[config.mk]
export PLATFORM = sky130hd
export DESIGN_NAME = cbi_bus_ctrl
export DESIGN_NICKNAME = d
export VERILOG_FILES = /design/src/hw/cbi_pkg.sv /design/src/hw/cbi_sync.sv /design/src/hw/cbi_arbiter.sv /design/src/hw/cbi_bus_ctrl.sv
export VERILOG_INCLUDE_DIRS = /design/src /design/src/hw
export SDC_FILE = /design/constraint.sdc
export NUM_CORES = 1
export LEC_CHECK = 0
export BUFFER_PORTS_ARGS = -buffer_cell sky130_fd_sc_hd__clkbuf_2
export CAP_MARGIN = 40
export CORE_MARGIN = 2
export CORE_UTILIZATION = 35
export CTS_CLUSTER_DIAMETER = 80
export DETAILED_ROUTE_END_ITERATION = 6
export SLEW_MARGIN = 25
export SYNTH_ARGS = -nofsm -noshare
export SYNTH_HDL_FRONTEND = slang
export SYNTH_SLANG_ARGS = --single-unit
[constraint.sdc]
create_clock -name clk_sys -period 3.15 [get_ports clk_sys]
set_input_delay 0.7875 -clock clk_sys [delete_from_list [all_inputs] [get_ports clk_sys]]
set_output_delay 0.7875 -clock clk_sys [all_outputs]
set_load 0.1 [all_outputs]
[src/hw/cbi_consts.svh]
`ifndef CBI_CONSTS_SVH
`define CBI_CONSTS_SVH

// =====================================================================
// Bus geometry
`define CBI_ADDR_W 23
`define CBI_DATA_W 16
`define CBI_BYTE_W 8
`define CBI_LEVEL_W 3
`define CBI_SYNC_W 25

// =====================================================================
// Fixed patterns
`define CBI_IACK_HIGH_ONES 20'hF_FFFF
`define CBI_ADDR_ZERO 23'h00_0000
`define CBI_DATA_ZERO 16'h0000
`define CBI_LEVEL_NONE 3'h0

// =====================================================================
// Timing: clock period and reset-instruction pulse, both in ns
`define CBI_CLK_PERIOD_NS 32'h0000_0032
`define CBI_RESET_OUT_NS 32'h0000_1838
`define CBI_RESET_OUT_CYC ((`CBI_RESET_OUT_NS + `CBI_CLK_PERIOD_NS - 32'h0000_0001) / `CBI_CLK_PERIOD_NS)
`define CBI_CNT_W 8
`define CBI_CNT_ZERO 8'h00
`define CBI_CNT_ONE 8'h01
// Reset-out tail in cycles, covering the input synchroniser so our own pulse never reads as external
`define CBI_SYNC_LAT 8'h04

`endif

[src/hw/cbi_pkg.sv]
package cbi_pkg;

  // =====================================================================
  // Request from the processor core
  typedef struct packed {
    logic iack;
    logic rd;
    logic upper;
    logic lower;
    logic [22:0] addr;
    logic [2:0] level;
    logic [15:0] wdata;
  } cbi_req_t;

  // =====================================================================
  // Registered pin drive of the transfer group
  typedef struct packed {
    logic [22:0] addr;
    logic addrOe;
    logic [15:0] dataOut;
    logic dataOe;
    logic addrValidStrobeN;
    logic readNotWrite;
    logic upperByteStrobeN;
    logic lowerByteStrobeN;
    logic ctrlOe;
  } cbi_pins_t;

  typedef enum logic [2:0] {
    stIdle,
    stAddr,
    stStrobe,
    stAckWait,
    stLatch,
    stClose,
    stRetry
  } cbi_state_t;

endpackage : cbi_pkg

[src/hw/cbi_sync.sv]
`timescale 1ns/1ps
`include "cbi_consts.svh"

// Three-stage input synchroniser; output follows once stages two and three agree
module cbi_sync #(
  parameter int W = 1,
  parameter logic [W-1:0] RST_VAL = '1
) (
  // Clock and control
  input logic clk_sys,
  input logic rst,
  input logic ce,
  // Data
  input logic [W-1:0] din,
  output logic [W-1:0] dout
);

  generate
    if (W < 1)
    begin : g_chk
      $error("cbi_sync: width must be at least one");
    end
  endgenerate

  genvar i;
  generate
    for (i = 0; i < W; i++)
    begin : g_bit
      logic s1_q, s2_q, s3_q, out_q;
      logic s1_d, s2_d, s3_d, out_d;
      always_comb
      begin
        s1_d = s1_q;
        s2_d = s2_q;
        s3_d = s3_q;
        out_d = out_q;
        if (ce)
        begin
          s1_d = din[i];
          s2_d = s1_q;
          s3_d = s2_q;
          // First stage feeds only the second; decision made on stages two and three
          if (s2_q == s3_q)
            out_d = s3_q;
        end
      end
      always_ff @(posedge clk_sys)
      begin
        if (rst)
        begin
          s1_q <= RST_VAL[i];
          s2_q <= RST_VAL[i];
          s3_q <= RST_VAL[i];
          out_q <= RST_VAL[i];
        end
        else
        begin
          s1_q <= s1_d;
          s2_q <= s2_d;
          s3_q <= s3_d;
          out_q <= out_d;
        end
      end
      assign dout[i] = out_q;
    end
  endgenerate

endmodule : cbi_sync

[src/hw/cbi_arbiter.sv]
`timescale 1ns/1ps

// Three-wire mastership arbitration, processor side
module cbi_arbiter (
  // Clock and control
  input logic clk_sys,
  input logic rst,
  input logic ce,
  // Synchronised pins
  input logic mastershipRequestN,
  input logic mastershipTakenN,
  // Transfer engine state
  input logic cycleActive,
  // Results
  output logic mastershipGrantN,
  output logic ownBus
);

  logic grant_q, grant_d;
  logic released_q, released_d;

  always_comb
  begin
    grant_d = grant_q;
    released_d = released_q;
    if (ce)
    begin
      // Grant announces release at the end of the running cycle
      if (!mastershipTakenN)
      begin
        grant_d = 1'b0;
        released_d = 1'b1;
      end
      else if (!mastershipRequestN)
      begin
        grant_d = 1'b1;
        // Bus is handed over only once no cycle of ours is running
        released_d = released_q | ~cycleActive;
      end
      else
      begin
        grant_d = 1'b0;
        released_d = 1'b0;
      end
    end
  end

  always_ff @(posedge clk_sys)
  begin
    if (rst)
    begin
      grant_q <= 1'b0;
      released_q <= 1'b0;
    end
    else
    begin
      grant_q <= grant_d;
      released_q <= released_d;
    end
  end

  assign mastershipGrantN = ~grant_q;
  assign ownBus = ~released_q & ~grant_q;

endmodule : cbi_arbiter

[src/hw/cbi_bus_ctrl.sv]
`timescale 1ns/1ps
`include "cbi_consts.svh"

module cbi_bus_ctrl #(
  parameter int ADDR_W = `CBI_ADDR_W,
  parameter int DATA_W = `CBI_DATA_W
) (
  // Clock and control
  input logic clk_sys,
  input logic rst,
  input logic ce,
  // Core request and answer
  input logic reqValid,
  output logic reqReady,
  input cbi_pkg::cbi_req_t req,
  output logic respDone,
  output logic respFault,
  output logic [DATA_W-1:0] respData,
  // Core system control
  input logic resetInstr,
  input logic coreStopped,
  output logic coreInit,
  output logic extHalted,
  output logic [2:0] interruptLevel,
  // Transfer pins
  output cbi_pkg::cbi_pins_t busPins,
  input logic [DATA_W-1:0] dataIn,
  input logic transferAcknowledgeN,
  input logic busFaultInputN,
  // Arbitration pins
  input logic mastershipRequestN,
  output logic mastershipGrantN,
  input logic mastershipTakenN,
  // Interrupt pins
  input logic interruptLevelBitLowN,
  input logic interruptLevelBitMidN,
  input logic interruptLevelBitHighN,
  // Open-drain reset and halt
  input logic resetPinIn,
  output logic resetPinOut,
  output logic resetPinOe,
  input logic haltPinIn,
  output logic haltPinOut,
  output logic haltPinOe
);

  // =====================================================================
  // Elaboration checks
  generate
    if (ADDR_W != `CBI_ADDR_W || DATA_W != `CBI_DATA_W)
    begin : g_chk
      $error("cbi_bus_ctrl: bus widths are fixed by the pin-out");
    end
  endgenerate

  localparam logic [`CBI_CNT_W-1:0] RESET_OUT_CYC = `CBI_CNT_W'(`CBI_RESET_OUT_CYC);

  // =====================================================================
  // Input synchronisers
  logic [`CBI_SYNC_W-1:0] syncIn, syncOut;
  logic [DATA_W-1:0] dataSync;
  logic ackSyncN, faultSyncN, reqSyncN, takenSyncN, resetSyncN, haltSyncN;
  logic [2:0] iplSyncN;

  assign syncIn = {dataIn, transferAcknowledgeN, busFaultInputN, mastershipRequestN,
                   mastershipTakenN, resetPinIn, haltPinIn,
                   interruptLevelBitHighN, interruptLevelBitMidN, interruptLevelBitLowN};

  cbi_sync #(
    .W(`CBI_SYNC_W),
    .RST_VAL({`CBI_SYNC_W{1'b1}})
  ) u_sync (
    .clk_sys(clk_sys),
    .rst(rst),
    .ce(ce),
    .din(syncIn),
    .dout(syncOut)
  );

  assign {dataSync, ackSyncN, faultSyncN, reqSyncN, takenSyncN, resetSyncN, haltSyncN, iplSyncN} = syncOut;

  // =====================================================================
  // Arbitration
  logic cycleActive, ownBus;

  cbi_arbiter u_arb (
    .clk_sys(clk_sys),
    .rst(rst),
    .ce(ce),
    .mastershipRequestN(reqSyncN),
    .mastershipTakenN(takenSyncN),
    .cycleActive(cycleActive),
    .mastershipGrantN(mastershipGrantN),
    .ownBus(ownBus)
  );

  // =====================================================================
  // Helpers
  function automatic logic [DATA_W-1:0] laneData(input cbi_pkg::cbi_req_t r);
    logic [`CBI_BYTE_W-1:0] hiByte, loByte;
    hiByte = r.wdata[DATA_W-1:`CBI_BYTE_W];
    loByte = r.wdata[`CBI_BYTE_W-1:0];
    if (r.upper && !r.lower)
      laneData = {hiByte, hiByte};
    else if (r.lower && !r.upper)
      laneData = {loByte, loByte};
    else
      laneData = r.wdata;
  endfunction : laneData

  function automatic logic [ADDR_W-1:0] cycleAddr(input cbi_pkg::cbi_req_t r);
    if (r.iack)
      cycleAddr = {`CBI_IACK_HIGH_ONES, r.level};
    else
      cycleAddr = r.addr;
  endfunction : cycleAddr

  // =====================================================================
  // Transfer engine state
  cbi_pkg::cbi_state_t state_q, state_d;
  cbi_pkg::cbi_req_t req_q, req_d;
  cbi_pkg::cbi_pins_t pins_q, pins_d;
  logic [DATA_W-1:0] rdata_q, rdata_d;
  logic done_q, done_d;
  logic fault_q, fault_d;
  logic [`CBI_CNT_W-1:0] rstCnt_q, rstCnt_d;
  logic [2:0] level_q, level_d;
  logic init_q, init_d;
  logic haltDrive_q, haltDrive_d;
  logic extHalt;
  logic canStart;

  // Own halt drive is excluded while held; after release the synchroniser still shows the pin low as external halt for four cycles
  assign extHalt = ~haltSyncN & ~haltDrive_q;
  assign cycleActive = (state_q != cbi_pkg::stIdle);
  assign canStart = ownBus & ~extHalt & ~coreStopped;
  assign reqReady = ce & (state_q == cbi_pkg::stIdle) & canStart & ackSyncN & faultSyncN;

  always_comb
  begin
    state_d = state_q;
    req_d = req_q;
    pins_d = pins_q;
    rdata_d = rdata_q;
    done_d = 1'b0;
    fault_d = fault_q;
    rstCnt_d = rstCnt_q;
    level_d = level_q;
    init_d = init_q;
    haltDrive_d = haltDrive_q;
    if (!ce)
    begin
      done_d = done_q;
    end
    else
    begin
      level_d = ~iplSyncN;
      // Full initialisation needs reset and halt together from outside
      init_d = ~resetSyncN & ~haltSyncN & (rstCnt_q == `CBI_CNT_ZERO) & ~haltDrive_q;
      haltDrive_d = coreStopped;
      if (resetInstr && rstCnt_q == `CBI_CNT_ZERO)
        rstCnt_d = RESET_OUT_CYC + `CBI_SYNC_LAT;
      else if (rstCnt_q != `CBI_CNT_ZERO)
        rstCnt_d = rstCnt_q - `CBI_CNT_ONE;
      case (state_q)
        cbi_pkg::stIdle:
        begin
          pins_d.addrValidStrobeN = 1'b1;
          pins_d.upperByteStrobeN = 1'b1;
          pins_d.lowerByteStrobeN = 1'b1;
          pins_d.dataOe = 1'b0;
          // Lines float whenever another master owns the bus or we are halted
          pins_d.ctrlOe = canStart;
          pins_d.addrOe = canStart;
          if (reqValid && reqReady)
          begin
            req_d = req;
            fault_d = 1'b0;
            state_d = cbi_pkg::stAddr;
          end
        end
        cbi_pkg::stAddr:
        begin
          pins_d.addr = cycleAddr(req_q);
          pins_d.addrOe = 1'b1;
          pins_d.ctrlOe = 1'b1;
          pins_d.readNotWrite = req_q.rd | req_q.iack;
          state_d = cbi_pkg::stStrobe;
        end
        cbi_pkg::stStrobe:
        begin
          // Address has been stable for one cycle before the strobe
          pins_d.addrValidStrobeN = 1'b0;
          if (req_q.rd || req_q.iack)
          begin
            pins_d.upperByteStrobeN = ~(req_q.upper & ~req_q.iack);
            pins_d.lowerByteStrobeN = ~(req_q.lower | req_q.iack);
          end
          else
          begin
            pins_d.dataOut = laneData(req_q);
            pins_d.dataOe = 1'b1;
          end
          state_d = cbi_pkg::stAckWait;
        end
        cbi_pkg::stAckWait:
        begin
          // Write strobes follow data by one cycle so data is settled first
          pins_d.upperByteStrobeN = ~(req_q.upper & ~req_q.iack);
          pins_d.lowerByteStrobeN = ~(req_q.lower | req_q.iack);
          if (!faultSyncN)
          begin
            if (extHalt)
              state_d = cbi_pkg::stRetry;
            else
            begin
              fault_d = 1'b1;
              state_d = cbi_pkg::stClose;
            end
          end
          else if (!ackSyncN)
            state_d = cbi_pkg::stLatch;
        end
        cbi_pkg::stLatch:
        begin
          // Data passes the same synchroniser depth as the acknowledge
          if (req_q.rd || req_q.iack)
            rdata_d = dataSync;
          state_d = cbi_pkg::stClose;
        end
        cbi_pkg::stClose:
        begin
          pins_d.addrValidStrobeN = 1'b1;
          pins_d.upperByteStrobeN = 1'b1;
          pins_d.lowerByteStrobeN = 1'b1;
          pins_d.dataOe = 1'b0;
          done_d = 1'b1;
          state_d = cbi_pkg::stIdle;
        end
        cbi_pkg::stRetry:
        begin
          pins_d.addrValidStrobeN = 1'b1;
          pins_d.upperByteStrobeN = 1'b1;
          pins_d.lowerByteStrobeN = 1'b1;
          pins_d.dataOe = 1'b0;
          pins_d.addrOe = 1'b0;
          pins_d.ctrlOe = 1'b0;
          // Rerun only once halt and fault have both gone away
          if (!extHalt && faultSyncN && ownBus)
            state_d = cbi_pkg::stAddr;
        end
        default:
        begin
          state_d = cbi_pkg::stIdle;
        end
      endcase
    end
  end

  always_ff @(posedge clk_sys)
  begin
    if (rst)
    begin
      state_q <= cbi_pkg::stIdle;
      req_q <= '0;
      pins_q <= '{addr: `CBI_ADDR_ZERO, addrOe: 1'b0, dataOut: `CBI_DATA_ZERO, dataOe: 1'b0,
                  addrValidStrobeN: 1'b1, readNotWrite: 1'b1, upperByteStrobeN: 1'b1,
                  lowerByteStrobeN: 1'b1, ctrlOe: 1'b0};
      rdata_q <= `CBI_DATA_ZERO;
      done_q <= 1'b0;
      fault_q <= 1'b0;
      rstCnt_q <= `CBI_CNT_ZERO;
      level_q <= `CBI_LEVEL_NONE;
      init_q <= 1'b0;
      haltDrive_q <= 1'b0;
    end
    else
    begin
      state_q <= state_d;
      req_q <= req_d;
      pins_q <= pins_d;
      rdata_q <= rdata_d;
      done_q <= done_d;
      fault_q <= fault_d;
      rstCnt_q <= rstCnt_d;
      level_q <= level_d;
      init_q <= init_d;
      haltDrive_q <= haltDrive_d;
    end
  end

  // =====================================================================
  // Outputs
  assign busPins = pins_q;
  assign respDone = done_q;
  assign respFault = fault_q;
  assign respData = rdata_q;
  assign interruptLevel = level_q;
  assign coreInit = init_q;
  assign extHalted = extHalt;
  assign resetPinOut = 1'b0;
  assign resetPinOe = (rstCnt_q > `CBI_SYNC_LAT);
  assign haltPinOut = 1'b0;
  assign haltPinOe = haltDrive_q;

endmodule : cbi_bus_ctrl

==> results list <==
- Outcome: finished clean
* Number of global-route vias before repair: 6792
- Once detail routing completed, the nets flagged for antenna violations numbered 0.
* Die height: 166 um
- The library cells used most frequently in the layout, excluding fill and tap cells, are 226 x dfxtp_1, 146 x clkbuf_2, 123 x a21oi_1.
* Combined area of all synthesized cells: 0.00918 mm^2
* Dominant combinational cell family by area after synthesis: compound AO/OA/AOI/OAI gates
* Port buffer count: 149
- The core region is 0.0259 mm^2.
- The total count of hold-check failures in the final report was 0.
- Fraction of layout instances using a drive strength above 1: 20.2%
- In this run the core area contains 59 standard-cell rows.
- For this run, design rule violations remaining after detail routing come to 0.
- Net switching is 29.2% of the power.
- Sequential share of the synthesized area: 49.5%
- Final setup fails: 0
- Across every metal layer, demand over resource in global routing totals 14.9%.
* Area of the die: 0.0275 mm^2
* Max frequency: 337 MHz
- The first global-routing pass estimated 35000 um of wire.
* Class of the tightest hold or removal check: reg2reg
- After the last flow step, the layout net total stands at 1210.
- STA classifies the critical path startpoint as a flip-flop.
- Number of max-cap violations: 0
* Slew of the pin with the lowest slew margin: 0.761 ns
* Minimum period implied by the final worst setup slack: 2.96 ns
- Clk pin slew, worst setup/hold paths: 0.06 ns
- Detail-routed via count per cell: 5.04
- Part of the power in the clock network: 40.6%
* Leakage component of the power: 4.39 nW
- For this block, the initial DRC count from the detailed router was 623.
- Fraction of the mapped netlist area in compound gates: 23.1%
* Mean post-synth cell area: 8.97 um^2
* Routed WL: 21600 um
- Mux share of post-synthesis cell area: 2.29%
- Compared with the post-synthesis result, the final layout area differs by 20.6%.
- Most frequent standard cell in the layout excluding fill and tap cells: dfxtp_1
- For the final database, setup skew stands at 0.0137 ns.
- Maximum number of buffers from clock root to sink: 3
- Post-route worst setup slack: 0.187 ns
* Initial standard-cell utilization of the core: 35.4%
* Adder and majority gate portion of the synthesized area: 0.273%
* H-tree Lvls: 1
- Buffers added to address setup during post-CTS repair amount to 0.
- Worst skew pair latency: 0.52 ns
- For this design, the CTS-stage hold fixing added 0 buffers.
- Unrepaired setup endpoints after global routing: false
* Pint: 5.33 mW
- Data arrival time of the critical path: 2.18 ns
* Final non-filler cell area: 0.0111 mm^2
* Number of standard cells after synthesis: 1024
- Count of vias placed by the detailed router: 7489
* Max-Slew Margin vs Limit: 48.8%
- The number of antenna violations at the first check in global routing came to 0.
- Yosys reg bits: 227
- Last weighted congestion value of the routability-driven placer: 0.755
- Number of instances resized during post-cts repair: 0
* Critical-path maximum fanout: 2
- Number of buffers added by the clock tree synthesis step: 26
- For this run, the detailed router's first-pass iteration total came to 5.
- Basic-gate share of the synthesized area counting and, or, nand and nor cells: 19.5%
- Post-synthesis share of cell area spent on xor and xnor gates: 0.286%
- Placed standard-cell area: 0.0102 mm^2
- Combinational logic burns 17.2% of the power.
- Gr ovfl total: 0
- Summed over all nets, the switching power comes to 2.20 mW.
* CTS tree: done
- Dividing the detail-routed wire length by the instance count gives 14.5 um.
* Number of flops mapped to enable cells by yosys: 0
- Required time of the critical path: 2.36 ns
- Of the total power, registers draw 42.2%.
- Ports: 152
* Root buffer cell: clkbuf_16
* Critical path class: reg2out
- In the synthesized netlist the dominant register cell turns out to be dfxtp_1.
- In the finished design, the share of the clock period the worst path needs comes to 94.1%.
- Largest net degree at the start of global routing: 85
* Total power divided by cell area: 680 mW/mm^2
- Once detailed placement completed, the half-perimeter wirelength came to 13400 um.
* Yosys warns: 0
- In the synthesized netlist the async set-or-reset flop fraction comes to 0%.
* Antenna Cells: 0
* IR drop worst, VDD: 0.391 mV
- Die boundary width: 166 um
- Place WS: 0.197 ns
- CP Capture Type: output port
- CTS Sinks: 227
- Counting distinct cell types in the post-synthesis netlist gives 56.
- Max-slew violation count: 0
power groups by stage:
stage | Combinational (mW) | Clock, mW | Sequential, mW
6_report | 1.29 | 3.06 | 3.18
5_1_grt | 1.40 | 3.29 | 3.20
4_1_cts | 1.30 | 3.16 | 3.18
3_5_place_dp | 1.30 | 0 | 3.24
3_3_place_gp | 1.29 | 0 | 3.23
2_1_floorplan | 0.813 | 0 | 3.45
final timing paths:
kind | to | cells after the start | startpoint | slack [ns]
max | reqReady | 4 | state_q[2]$_SDFFE_PP0P_ | 0.19
min | u_sync.g_bit[19].s2_q$_SDFFE_PP1P_ | 1 | u_sync.g_bit[19].s1_q$_SDFFE_PP1P_ | 0.46
min reg2reg | u_sync.g_bit[19].s2_q$_SDFFE_PP1P_ | 1 | u_sync.g_bit[19].s1_q$_SDFFE_PP1P_ | 0.46
max reg2reg | req_q[15]$_SDFFE_PP0P_ | 6 | state_q[2]$_SDFFE_PP0P_ | 0.81
kinds of logic after synthesis:
logic type      after synthesis
mux                          21
fa+ha+maj                     2
other cells                   1
flops                       227
xor+xnor                      3
simple gates                337
compound gates              327
buf+inv                     106
sequential cells by signal, indices dropped and copies added (netlist names):
name,cells
respFault,1
haltPinOe,1
interruptLevel,3
req_q,46
rstCnt_q,8
u_sync.g_bit.s2_q,25
u_arb.released_q,1
respDone,1
respData,16
u_sync.g_bit.s3_q,25
u_sync.g_bit.out_q,25
busPins,45
state_q,3
u_sync.g_bit.s1_q,25
u_arb.grant_q,1
coreInit,1
cell usage after synthesis (2+ instances only):
master | count | share of area, %
a211o_1 | 76 | 7.2
a211oi_1 | 28 | 2.3
a21oi_1 | 123 | 6.7
a311oi_1 | 2 | 0.19
a31oi_1 | 3 | 0.20
a41o_1 | 2 | 0.22
buf_1 | 5 | 0.20
buf_2 | 9 | 0.49
buf_4 | 4 | 0.33
buf_6 | 5 | 0.61
clkbuf_1 | 72 | 2.9
dfxtp_1 | 227 | 49
ha_1 | 2 | 0.27
inv_1 | 9 | 0.37
mux2i_1 | 21 | 2.3
nand2_1 | 44 | 1.8
nand2b_1 | 32 | 2.2
nand3_1 | 48 | 2.6
nand3b_1 | 3 | 0.25
nand4b_1 | 2 | 0.19
nor2_1 | 58 | 2.4
nor2b_1 | 83 | 5.7
nor3_1 | 45 | 2.5
nor3b_1 | 2 | 0.16
nor4b_1 | 2 | 0.19
o21ai_0 | 34 | 1.9
o21ai_1 | 20 | 1.1
o21bai_1 | 26 | 2.1
o22ai_1 | 2 | 0.14
o32ai_1 | 2 | 0.19
or2_2 | 3 | 0.20
or3_1 | 2 | 0.14
or3b_2 | 3 | 0.29
or4b_2 | 2 | 0.22
xnor2_1 | 2 | 0.19
routing by layer:
| metal | share of wire, % | wire, um | global-route usage (%) |
|---|---|---|---|
| met1 | 49 | 10600 | 21.5 |
| met2 | 43 | 9310 | 23.0 |
| met3 | 5.8 | 1250 | 3.05 |
| met4 | 2.0 | 437 | 3.36 |
| met5 | 0 | 0 | 0 |
per-stage QoR:
step,utilization [%],hold WS [ns],total power [mW],cells,setup TNS [ns]
final,42.7,0.456,7.53,1486,0
after global routing,42.7,0.455,7.89,1486,0
after CTS,42.7,0.454,7.64,1486,0
after detailed placement,39.3,0.441,4.53,1438,0
after global placement,39.2,0.437,4.52,1437,0
after floorplan,-,0.431,4.27,1025,-0.148
cell type report:
cell class,instances,area (um^2)
Clock inverter,11,114
Fill cell,2568,14800
Sequential cell,227,4550
Tap cell,335,419
Clock buffer,37,773
Timing Repair Buffer,174,1010
Inverter,10,38.8
Multi-Input combinational cell,692,4180
worst max-delay path: stages, from the launching register on:
cell,delay (ns)
dfxtp_1,0.31
or4b_4,0.54
or4_4,0.54
clkinv_2,0.09
buf_12,0.17
Note: power is estimated with default switching activity, not from simulation.
